**src/common/lar_consts.svh**
```systemverilog
`ifndef LAR_CONSTS_SVH
`define LAR_CONSTS_SVH

`define LAR_FN_RD_DEMAND    16'h0500
`define LAR_FN_RD_ORIGIN    16'h0502
`define LAR_FN_RD_LENGTH    16'h0512
`define LAR_FN_RD_FRAME     16'h0560
`define LAR_FN_RD_PARAMS    16'h0570
`define LAR_FN_RD_STATUS    16'h0576
`define LAR_FN_WR_ORIGIN    16'h050A
`define LAR_FN_WR_LENGTH    16'h051A
`define LAR_FN_WR_PARAMS    16'h0578

`define LAR_DEMAND_EMPTY    16'h00FF
`define LAR_STATUS_IN_RESET 16'h0268

`define LAR_ST_READY        0
`define LAR_ST_ERR_IRQ      2
`define LAR_ST_ONLINE       3
`define LAR_ST_IBUF_FULL    5
`define LAR_ST_OUT_LOOP_ERR 6
`define LAR_ST_IN_LOOP_ERR  9

`define LAR_PRM_RESERVED    15
`define LAR_PRM_SPARE       14
`define LAR_PRM_SECONDARY   13
`define LAR_PRM_NULL_HI     12
`define LAR_PRM_NULL_LO     8
`define LAR_PRM_EMPTY_HI    7
`define LAR_PRM_EMPTY_LO    0

`define LAR_LEN_THR_HI      15
`define LAR_LEN_THR_LO      12
`define LAR_LEN_FLD_HI      11
`define LAR_LEN_FLD_LO      4

`define LAR_WORD_RESET      16'h0000
`define LAR_PTR_RESET       12'h000

`endif

```
**src/common/lar_pkg.sv**
```systemverilog
package lar_pkg;
  typedef logic [15:0] lar_word_t;
  typedef logic [11:0] lar_ptr_t;
  typedef logic [7:0]  lar_addr_t;
  // reply source chosen when a read function is decoded
  typedef enum logic [2:0] {
    LAR_SEL_NONE   = 3'b000,
    LAR_SEL_DEMAND = 3'b001,
    LAR_SEL_FRAME  = 3'b010,
    LAR_SEL_PARAMS = 3'b011,
    LAR_SEL_ORIGIN = 3'b100,
    LAR_SEL_LENGTH = 3'b101,
    LAR_SEL_STATUS = 3'b110
  } lar_sel_t;
endpackage

```
**src/common/lar_demand_if.sv**
```systemverilog
`timescale 1ns/100ps
interface lar_demand_if #(parameter int W = 8);
  logic         push;
  logic [W-1:0] push_data;
  logic         pop;
  logic [W-1:0] head;
  logic         empty;
  logic         full;
  modport owner (output push, output push_data, output pop,
                 input head, input empty, input full);
  modport queue (input push, input push_data, input pop,
                 output head, output empty, output full);
endinterface

```
**src/rtl/lar_demand_fifo.sv**
```systemverilog
`timescale 1ns/100ps
module lar_demand_fifo #(
  parameter int W     = 8,
  parameter int DEPTH = 16
) (
  input  wire logic   mclk,  // 20 MHz clock
  input  wire logic   rst_b, // sync reset, active low
  lar_demand_if.queue q      // push/pop port
);
  localparam int AW = $clog2(DEPTH);

  logic [W-1:0]  mem_ff [DEPTH];
  logic [AW-1:0] wr_ptr_ff;
  logic [AW-1:0] rd_ptr_ff;
  logic [AW:0]   count_ff;
  logic          do_push;
  logic          do_pop;

  function automatic logic [AW-1:0] ptr_inc(input logic [AW-1:0] p);
    ptr_inc = (p == AW'(DEPTH - 1)) ? '0 : AW'(p + 1'b1);
  endfunction

  // a push while full is dropped; full is exported so the source can hold off
  assign do_push = q.push && !q.full;
  assign do_pop  = q.pop && !q.empty;
  assign q.empty = (count_ff == '0);
  assign q.full  = (count_ff == (AW+1)'(DEPTH));
  assign q.head  = mem_ff[rd_ptr_ff];

  always_ff @(posedge mclk) begin
    if (do_push) begin
      mem_ff[wr_ptr_ff] <= q.push_data;
    end
  end

  always_ff @(posedge mclk) begin
    if (!rst_b) begin
      wr_ptr_ff <= '0;
      rd_ptr_ff <= '0;
      count_ff  <= '0;
    end else begin
      if (do_push) begin
        wr_ptr_ff <= ptr_inc(wr_ptr_ff);
      end
      if (do_pop) begin
        rd_ptr_ff <= ptr_inc(rd_ptr_ff);
      end
      if (do_push && !do_pop) begin
        count_ff <= count_ff + 1'b1;
      end else if (do_pop && !do_push) begin
        count_ff <= count_ff - 1'b1;
      end
    end
  end
endmodule

```
**src/rtl/lar_top.sv**
```systemverilog
`timescale 1ns/100ps
`include "lar_consts.svh"
module lar_top #(
  parameter int DEMAND_DEPTH = 16
) (
  input  wire logic        mclk,            // 20 MHz clock
  input  wire logic        rst_b,           // sync reset, active low
  input  wire logic [15:0] pio_func,        // function code
  input  wire logic        pio_rd_stb,      // read function strobe
  input  wire logic        pio_wr_stb,      // write function strobe
  input  wire logic [15:0] pio_wdata,       // write data word
  output logic      [15:0] pio_rdata,       // read data word
  output logic             pio_rvalid,      // read data valid pulse
  input  wire logic        demand_push,     // new output-data demand
  input  wire logic [7:0]  demand_addr,     // line adapter address of demand
  output logic             demand_full,     // demand queue cannot accept
  input  wire logic        cell_wr,         // one cell written into buffer
  input  wire logic        frame_end,       // that cell closes a line frame
  output logic      [11:0] buf_wr_ptr,      // buffer write displacement
  output logic      [15:0] buf_origin,      // buffer origin word
  output logic      [11:0] buf_length,      // buffer length in cells
  output logic      [3:0]  demand_thr,      // demand threshold
  output logic             secondary_line,  // loop end cell secondary flag
  output logic             spare_flag,      // loop end cell spare flag
  output logic      [4:0]  null_count,      // null cells per batch
  output logic      [7:0]  empty_count,     // empty cells per batch
  input  wire logic        reset_mode,      // adapter held in reset mode
  input  wire logic        normal_mode,     // adapter in normal mode
  input  wire logic        diag_active,     // any diagnostic mode set
  input  wire logic        loops_ready,     // static ready and loops active
  input  wire logic        ibuf_full_evt,   // batch start delayed
  input  wire logic        out_loop_err_evt,// output loop error seen
  input  wire logic        in_loop_err_evt, // input loop error seen
  output logic             ext_irq,         // normal external interrupt
  output logic             demand_irq,      // output-data demand pending
  output logic             data_avail_irq   // input data available
);
  lar_demand_if #(.W(8)) dq ();

  lar_demand_fifo #(
    .W     (8),
    .DEPTH (DEMAND_DEPTH)
  ) u_demand (
    .mclk  (mclk),
    .rst_b (rst_b),
    .q     (dq.queue)
  );

  lar_pkg::lar_word_t params_ff;
  lar_pkg::lar_word_t origin_ff;
  logic [3:0]         thr_ff;
  logic [7:0]         len_fld_ff;
  lar_pkg::lar_ptr_t  wptr_ff;
  lar_pkg::lar_ptr_t  frame_ptr_ff;
  logic               data_avail_ff;
  logic               st_ibuf_full_ff;
  logic               st_out_err_ff;
  logic               st_in_err_ff;
  lar_pkg::lar_word_t rdata_ff;
  logic               rvalid_ff;
  lar_pkg::lar_sel_t  rd_sel;
  lar_pkg::lar_word_t nxt_rdata;
  lar_pkg::lar_word_t status_word;
  lar_pkg::lar_ptr_t  len_cells;
  lar_pkg::lar_ptr_t  nxt_wptr;
  logic               rd_status;
  logic               rd_frame;
  logic               rd_demand;
  logic               any_err;

  // read decode is shared by the reply mux and the read side effects
  function automatic lar_pkg::lar_sel_t decode_rd(input logic [15:0] fn);
    unique case (fn)
      `LAR_FN_RD_DEMAND: decode_rd = lar_pkg::LAR_SEL_DEMAND;
      `LAR_FN_RD_FRAME:  decode_rd = lar_pkg::LAR_SEL_FRAME;
      `LAR_FN_RD_PARAMS: decode_rd = lar_pkg::LAR_SEL_PARAMS;
      `LAR_FN_RD_ORIGIN: decode_rd = lar_pkg::LAR_SEL_ORIGIN;
      `LAR_FN_RD_LENGTH: decode_rd = lar_pkg::LAR_SEL_LENGTH;
      `LAR_FN_RD_STATUS: decode_rd = lar_pkg::LAR_SEL_STATUS;
      default:           decode_rd = lar_pkg::LAR_SEL_NONE;
    endcase
  endfunction

  // step a buffer displacement, wrapping where it meets the length
  function automatic lar_pkg::lar_ptr_t ptr_step(input lar_pkg::lar_ptr_t p,
                                                 input lar_pkg::lar_ptr_t len);
    lar_pkg::lar_ptr_t n;
    n = 12'(p + 1'b1);
    ptr_step = (n == len) ? `LAR_PTR_RESET : n;
  endfunction

  assign rd_sel    = pio_rd_stb ? decode_rd(pio_func) : lar_pkg::LAR_SEL_NONE;
  assign rd_status = (rd_sel == lar_pkg::LAR_SEL_STATUS);
  assign rd_frame  = (rd_sel == lar_pkg::LAR_SEL_FRAME);
  assign rd_demand = (rd_sel == lar_pkg::LAR_SEL_DEMAND);

  // length field counts 16-cell units so it spans the 12-bit displacement
  assign len_cells = {len_fld_ff, 4'h0};

  // ---------------- write functions ----------------
  always_ff @(posedge mclk) begin
    if (!rst_b) begin
      params_ff <= `LAR_WORD_RESET;
    end else if (pio_wr_stb && pio_func == `LAR_FN_WR_PARAMS) begin
      params_ff <= pio_wdata;
    end
  end

  always_ff @(posedge mclk) begin
    if (!rst_b) begin
      origin_ff <= `LAR_WORD_RESET;
    end else if (pio_wr_stb && pio_func == `LAR_FN_WR_ORIGIN) begin
      origin_ff <= pio_wdata;
    end
  end

  always_ff @(posedge mclk) begin
    if (!rst_b) begin
      thr_ff     <= 4'h0;
      len_fld_ff <= 8'h00;
    end else if (pio_wr_stb && pio_func == `LAR_FN_WR_LENGTH) begin
      thr_ff     <= pio_wdata[`LAR_LEN_THR_HI:`LAR_LEN_THR_LO];
      len_fld_ff <= pio_wdata[`LAR_LEN_FLD_HI:`LAR_LEN_FLD_LO];
    end
  end

  // ---------------- buffer pointers ----------------
  // a zero length matches only when the step wraps to zero, so the pointer then runs the
  // full 4096-cell range; software must program the length before use
  assign nxt_wptr = ptr_step(wptr_ff, len_cells);

  always_ff @(posedge mclk) begin
    if (!rst_b) begin
      wptr_ff <= `LAR_PTR_RESET;
    end else if (cell_wr) begin
      wptr_ff <= nxt_wptr;
    end
  end

  // the frame pointer moves only on a frame's closing cell, so cells of a
  // frame still in progress never show up to the reader
  always_ff @(posedge mclk) begin
    if (!rst_b) begin
      frame_ptr_ff <= `LAR_PTR_RESET;
    end else if (cell_wr && frame_end) begin
      frame_ptr_ff <= nxt_wptr;
    end
  end

  // data available: a new frame in the same cycle as the read is kept
  always_ff @(posedge mclk) begin
    if (!rst_b) begin
      data_avail_ff <= 1'b0;
    end else if (cell_wr && frame_end) begin
      data_avail_ff <= 1'b1;
    end else if (rd_frame) begin
      data_avail_ff <= 1'b0;
    end
  end

  // ---------------- stored status conditions ----------------
  // an event coinciding with a status read stays set for the next read
  always_ff @(posedge mclk) begin
    if (!rst_b) begin
      st_ibuf_full_ff <= 1'b0;
    end else if (ibuf_full_evt) begin
      st_ibuf_full_ff <= 1'b1;
    end else if (rd_status) begin
      st_ibuf_full_ff <= 1'b0;
    end
  end

  always_ff @(posedge mclk) begin
    if (!rst_b) begin
      st_out_err_ff <= 1'b0;
    end else if (out_loop_err_evt) begin
      st_out_err_ff <= 1'b1;
    end else if (rd_status) begin
      st_out_err_ff <= 1'b0;
    end
  end

  always_ff @(posedge mclk) begin
    if (!rst_b) begin
      st_in_err_ff <= 1'b0;
    end else if (in_loop_err_evt) begin
      st_in_err_ff <= 1'b1;
    end else if (rd_status) begin
      st_in_err_ff <= 1'b0;
    end
  end

  assign any_err = st_ibuf_full_ff | st_out_err_ff | st_in_err_ff;

  always_comb begin
    status_word = `LAR_WORD_RESET;
    if (reset_mode) begin
      status_word = `LAR_STATUS_IN_RESET;
    end else begin
      status_word[`LAR_ST_READY]        = loops_ready;
      status_word[`LAR_ST_ERR_IRQ]      = any_err;
      status_word[`LAR_ST_ONLINE]       = normal_mode && !diag_active;
      status_word[`LAR_ST_IBUF_FULL]    = st_ibuf_full_ff;
      status_word[`LAR_ST_OUT_LOOP_ERR] = st_out_err_ff;
      status_word[`LAR_ST_IN_LOOP_ERR]  = st_in_err_ff;
    end
  end

  // ---------------- demand queue ----------------
  assign dq.push      = demand_push;
  assign dq.push_data = demand_addr;
  assign dq.pop       = rd_demand && !dq.empty;
  assign demand_full  = dq.full;

  // ---------------- read reply ----------------
  always_comb begin
    nxt_rdata = `LAR_WORD_RESET;
    unique case (rd_sel)
      lar_pkg::LAR_SEL_DEMAND: begin
        if (dq.empty) begin
          nxt_rdata = `LAR_DEMAND_EMPTY;
        end else begin
          nxt_rdata = {8'h00, dq.head};
        end
      end
      lar_pkg::LAR_SEL_FRAME: begin
        nxt_rdata = {4'h0, frame_ptr_ff};
      end
      lar_pkg::LAR_SEL_PARAMS: begin
        nxt_rdata = params_ff;
      end
      lar_pkg::LAR_SEL_ORIGIN: begin
        nxt_rdata = origin_ff;
      end
      lar_pkg::LAR_SEL_LENGTH: begin
        nxt_rdata = {thr_ff, len_fld_ff, 4'h0};
      end
      lar_pkg::LAR_SEL_STATUS: begin
        nxt_rdata = status_word;
      end
      lar_pkg::LAR_SEL_NONE: begin
        nxt_rdata = `LAR_WORD_RESET;
      end
    endcase
  end

  // unknown read codes still answer, with zero, since the channel can't reject
  always_ff @(posedge mclk) begin
    if (!rst_b) begin
      rdata_ff  <= `LAR_WORD_RESET;
      rvalid_ff <= 1'b0;
    end else begin
      rvalid_ff <= pio_rd_stb;
      if (pio_rd_stb) begin
        rdata_ff <= nxt_rdata;
      end
    end
  end

  assign pio_rdata  = rdata_ff;
  assign pio_rvalid = rvalid_ff;

  // ---------------- outputs ----------------
  assign buf_wr_ptr     = wptr_ff;
  assign buf_origin     = origin_ff;
  assign buf_length     = len_cells;
  assign demand_thr     = thr_ff;
  assign secondary_line = params_ff[`LAR_PRM_SECONDARY];
  assign spare_flag     = params_ff[`LAR_PRM_SPARE];
  assign null_count     = params_ff[`LAR_PRM_NULL_HI:`LAR_PRM_NULL_LO];
  assign empty_count    = params_ff[`LAR_PRM_EMPTY_HI:`LAR_PRM_EMPTY_LO];
  assign ext_irq        = any_err;
  assign demand_irq     = !dq.empty;
  assign data_avail_irq = data_avail_ff;
endmodule

```
**config.mk**
```make
export PLATFORM = sky130hd
export DESIGN_NAME = lar_top
export DESIGN_NICKNAME = d
export VERILOG_FILES = /design/src/common/lar_pkg.sv /design/src/common/lar_demand_if.sv /design/src/rtl/lar_demand_fifo.sv /design/src/rtl/lar_top.sv
export VERILOG_INCLUDE_DIRS = /design/src /design/src/common
export SDC_FILE = /design/constraint.sdc
export NUM_CORES = 1
export LEC_CHECK = 0
export BUFFER_PORTS_ARGS = -buffer_cell sky130_fd_sc_hd__clkbuf_2
export CORE_AREA = 2 2 139 154
export CTS_BUF_LIST = sky130_fd_sc_hd__clkbuf_2 sky130_fd_sc_hd__clkbuf_4 sky130_fd_sc_hd__clkbuf_8
export DETAILED_ROUTE_END_ITERATION = 10
export DIE_AREA = 0 0 141 156
export PLACE_DENSITY = 0.67
export SYNTH_ARGS = -nofsm -noshare
export SYNTH_HDL_FRONTEND = slang
export SYNTH_SLANG_ARGS = --single-unit
```
**constraint.sdc**
```tcl
create_clock -name mclk -period 5.7 [get_ports mclk]
set_clock_uncertainty 0.1 [all_clocks]
set_input_delay 1.14 -clock mclk [delete_from_list [all_inputs] [get_ports mclk]]
set_output_delay 1.14 -clock mclk [all_outputs]
set_load 0.01 [all_outputs]
```
==> results.py <==
metrics = {
    "run_status": {
        "status": "completed",
    },
    "floorplan": {
        "io_pins": 134,
        "die_w_um": 141,
        "std_cell_rows": 55,
        "core_sq_um": 20400,
        "die_area_sq_um": 22000,
        "floorplan.initialDensity_pct": 49.2,
        "die_h_um": 156,
    },
    "sta": {
        "fin_crit_sh_pct": 72.6,
        "rsz0062_at_grt": "false",
        "fmax_ghz": 0.242,
        "maxSlewViolCount": 0,
        "holdWs_ns": 0.358,
        "maxSlewHeadroom_pct": 41.4,
        "post-route-min-period_ns": 4.14,
        "setup_ws_ns": 1.56,
        "final_hold_viol_count": 0,
        "fin_tns_setup_ns": 0,
        "worst_pin_slew_ns": 0.877,
        "setup_viol": 0,
    },
    "routing": {
        "dr.pass1.iters": 5,
        "routed_wl_um": 23700,
        "postRouteAntennaNets": 0,
        "drc": 0,
        "post_drt_wl_per_cell_um": 19.2,
        "vias_per_cell": 5.71,
        "vias": 7064,
        "drt_iter0_drc": 522,
    },
    "global_route": {
        "antenna_found_initial": 0,
        "grtUsageMet1_pct": 27.5,
        "grt_max_degree": 56,
        "grt.overflow.total": 0,
        "grt_util_all_layers_pct": 21.3,
        "grt_use_met3_pct": 3.35,
        "busiest_layer": "met2",
        "first_global_vias": 6732,
        "grt_use_met2_pct": 36.7,
        "grt_pass1_wl_um": 36700,
    },
    "setup_path": {
        "crit_path_end_kind": "flip-flop",
        "r2r_end": "u_demand.count_ff[4]",
        "critPathRequiredTime_ns": 6.06,
        "crit_family": "simple AND/OR/NAND/NOR gates",
        "cp_max_fo": 21,
        "path_depth": 14,
        "max_stage_delay_ns": 0.52,
        "crit_slowest_cell": "a2111o_1",
        "crit_path_end": "u_demand.count_ff[4]",
        "worst-setup-path-type": "in -> reg",
        "crit_arrival_ns": 4.49,
        "critPathLaunchType": "input port",
        "crit_buf_inv": 3,
        "worstReg2RegStart": "u_demand.count_ff[0]",
        "critical_path.startpoint": "pio_func[0]",
        "worst_r2r_path_depth": 11,
        "reg2reg_slack_ns": 2.33,
        "crit_path_cell_trace": "clkbuf_2 -> nor4b_1 -> nand4b_1 -> buf_4 -> a2111o_1 -> or3_4 -> ha_1 -> inv_1 -> ha_1 -> a21o_1 -> a21oi_1 -> xnor2_1 -> or3_1 -> a21oi_1",
    },
    "power_and_ir_drop": {
        "p_sw_mw": 0.787,
        "p_seq_share_pct": 53.0,
        "p_clk_share_pct": 40.4,
        "leakage_nw": 3.98,
        "totalPowerFinal_mw": 3.47,
        "p_int_mw": 2.68,
        "switching_share_pct": 22.7,
        "p_comb_share_pct": 6.6,
        "peakVddDrop_uv": 259,
        "powerDensity_nw_per_um2": 300,
    },
    "clock_tree": {
        "post-cts-setup-buffers": 0,
        "hold_buffers": 0,
        "worstSkewPairLatency_ns": 0.53,
        "clk_pin_slew_ns": 0.06,
        "cts_inserted_buffers": 38,
        "cts_tree": "built",
        "cts.path.max_buffers": 3,
        "cts_root_buf": "clkbuf_8",
        "cts.repair.resized": 0,
        "cts_sinks": 234,
        "h-tree-depth": 2,
    },
    "synth": {
        "synth_seq_cells": 234,
        "ys_seq_area_share_pct": 59.3,
        "synth_edf_count": 128,
        "synthesis.area_sq_um": 10100,
        "synthCells": 841,
        "synth.top_cell.area_share_pct": 38.2,
        "ys_warn_count": 0,
        "synth.most_common_cell": "nand2_1",
        "synth.top_cells.by_area": "edfxtp_1, dfxtp_1, mux4_2, nand2_1, a21oi_1",
        "synth_top_cell_by_area": "edfxtp_1",
        "async_reset_ff_share_pct": 0,
        "syn_avg_cell_area_sq_um": 12.0,
        "synth_common_cells": "nand2_1, edfxtp_1, dfxtp_1",
        "ys_dominant_reg_cell": "edfxtp_1",
        "synthDistinctLibCells": 67,
    },
    "hold_path": {
        "hp-class": "reg -> reg",
    },
    "placement": {
        "port_buffers": 129,
        "dp_cells": 1175,
        "dp_worst_setup_slack_ns": 1.02,
        "gp_congestion": 0.831,
        "dpl.hpwl_um": 16400,
    },
    "run": {
        "maxCapViolations": 0,
    },
    "final_layout": {
        "num-nets-final": 1024,
        "diodes": 0,
        "fillCellCount": 1720,
        "finalNonFillerCells": 1237,
        "area_delta_synth_final_pct": 15.0,
        "drive_above_1_share_pct": 27.1,
    },
}
-- cell usage in the layout (no fill, tap or decap), drive strengths merged, types with 5 or more instances in the layout --
cell type	netlist	routed
buf	28	14
o221ai	6	6
clkbuf	40	182
clkinv	0	7
dfxtp	106	106
mux4	40	40
a221oi	6	6
o31ai	10	10
nand3	14	14
ha	10	10
edfxtp	128	128
nor2	56	56
nor3	13	13
a222oi	5	5
or3	7	7
a22oi	13	13
nand4	6	6
nor4	16	16
o211ai	5	5
o21ai	6	6
inv	16	16
nand2	134	134
xnor2	11	11
a21oi	82	82
xor2	14	14
a31oi	5	5
-- how the worst min path moves through the flow --
stage,start,depth (start not counted),slack [ns],endpoint
2_1_floorplan,frame_ptr_ff[0],2,0.32,frame_ptr_ff[0]
3_3_place_gp,params_ff[15],2,0.34,params_ff[15]
3_5_place_dp,params_ff[15],2,0.35,params_ff[15]
4_1_cts,params_ff[15],2,0.35,params_ff[15]
5_1_grt,params_ff[15],2,0.37,params_ff[15]
6_report,params_ff[15],2,0.36,params_ff[15]
-- tightest hold or removal path, delay by kind of cell, from the launching register on --
family          cells  cell delay (ns)
flops               1             0.31
compound gates      1             0.05
simple gates        1             0.05
-- final cells by class --
type / count / area (sq um) / share of cell area (%)
Sequential cell: 234 / 5970 / 51.6
Timing Repair Buffer: 143 / 751 / 6.49
Multi-Input combinational cell: 526 / 3750 / 32.4
Clock buffer: 53 / 648 / 5.60
Inverter: 16 / 60.1 / 0.519
Tap cell: 256 / 320 / 2.77
Clock inverter: 9 / 70.1 / 0.606
-- power groups by stage --
stage | clock network [mW] | logic [mW] | registers, mW
after floorplan | 0 | 0.145 | 1.87
after global placement | 0 | 0.223 | 1.87
after detailed placement | 0 | 0.229 | 1.87
after CTS | 1.43 | 0.230 | 1.84
after global routing | 1.50 | 0.256 | 1.84
final | 1.40 | 0.229 | 1.84
-- routing by layer --
| layer | vias to the layer above | part of all wire, % |
|---|---|---|
| met1 | 3453 | 42 |
| met5 | - | 0 |
| li1 | 3359 | - |
| met2 | 212 | 50 |
| met4 | 0 | 2.8 |
| met3 | 40 | 5.3 |
-- flip-flops by register name, summed over array words and instances, names as in the netlist, 4 cells and up, named ones only --
name and count:
u_demand.count_ff 5, u_demand.mem_ff 128, len_fld_ff 8, pio_rdata 16, params_ff 16, demand_thr 4
u_demand.rd_ptr_ff 4, u_demand.wr_ptr_ff 4, buf_wr_ptr 12, frame_ptr_ff 12, buf_origin 16
-- logic make-up (layout without fill, tap and decap cells) --
kind of cell | count (synthesis) | in the layout | share of synthesized area, %
simple gates | 274 | 274 | 12.5
other cells | 1 | 4 | 0.0373
xor+xnor | 27 | 27 | 2.63
compound gates | 166 | 166 | 10.9
flops | 234 | 234 | 59.3
mux | 44 | 44 | 9.37
fa+ha+maj | 11 | 11 | 1.44
buf+inv | 84 | 221 | 3.83
-- through the flow --
stage	area, sq um	util [%]
after floorplan	10100	-
after global placement	10800	53.1
after detailed placement	10800	53.1
after CTS	11600	56.6
after global routing	11600	56.6
final	11600	56.6
(Power assumes the default switching activity.)
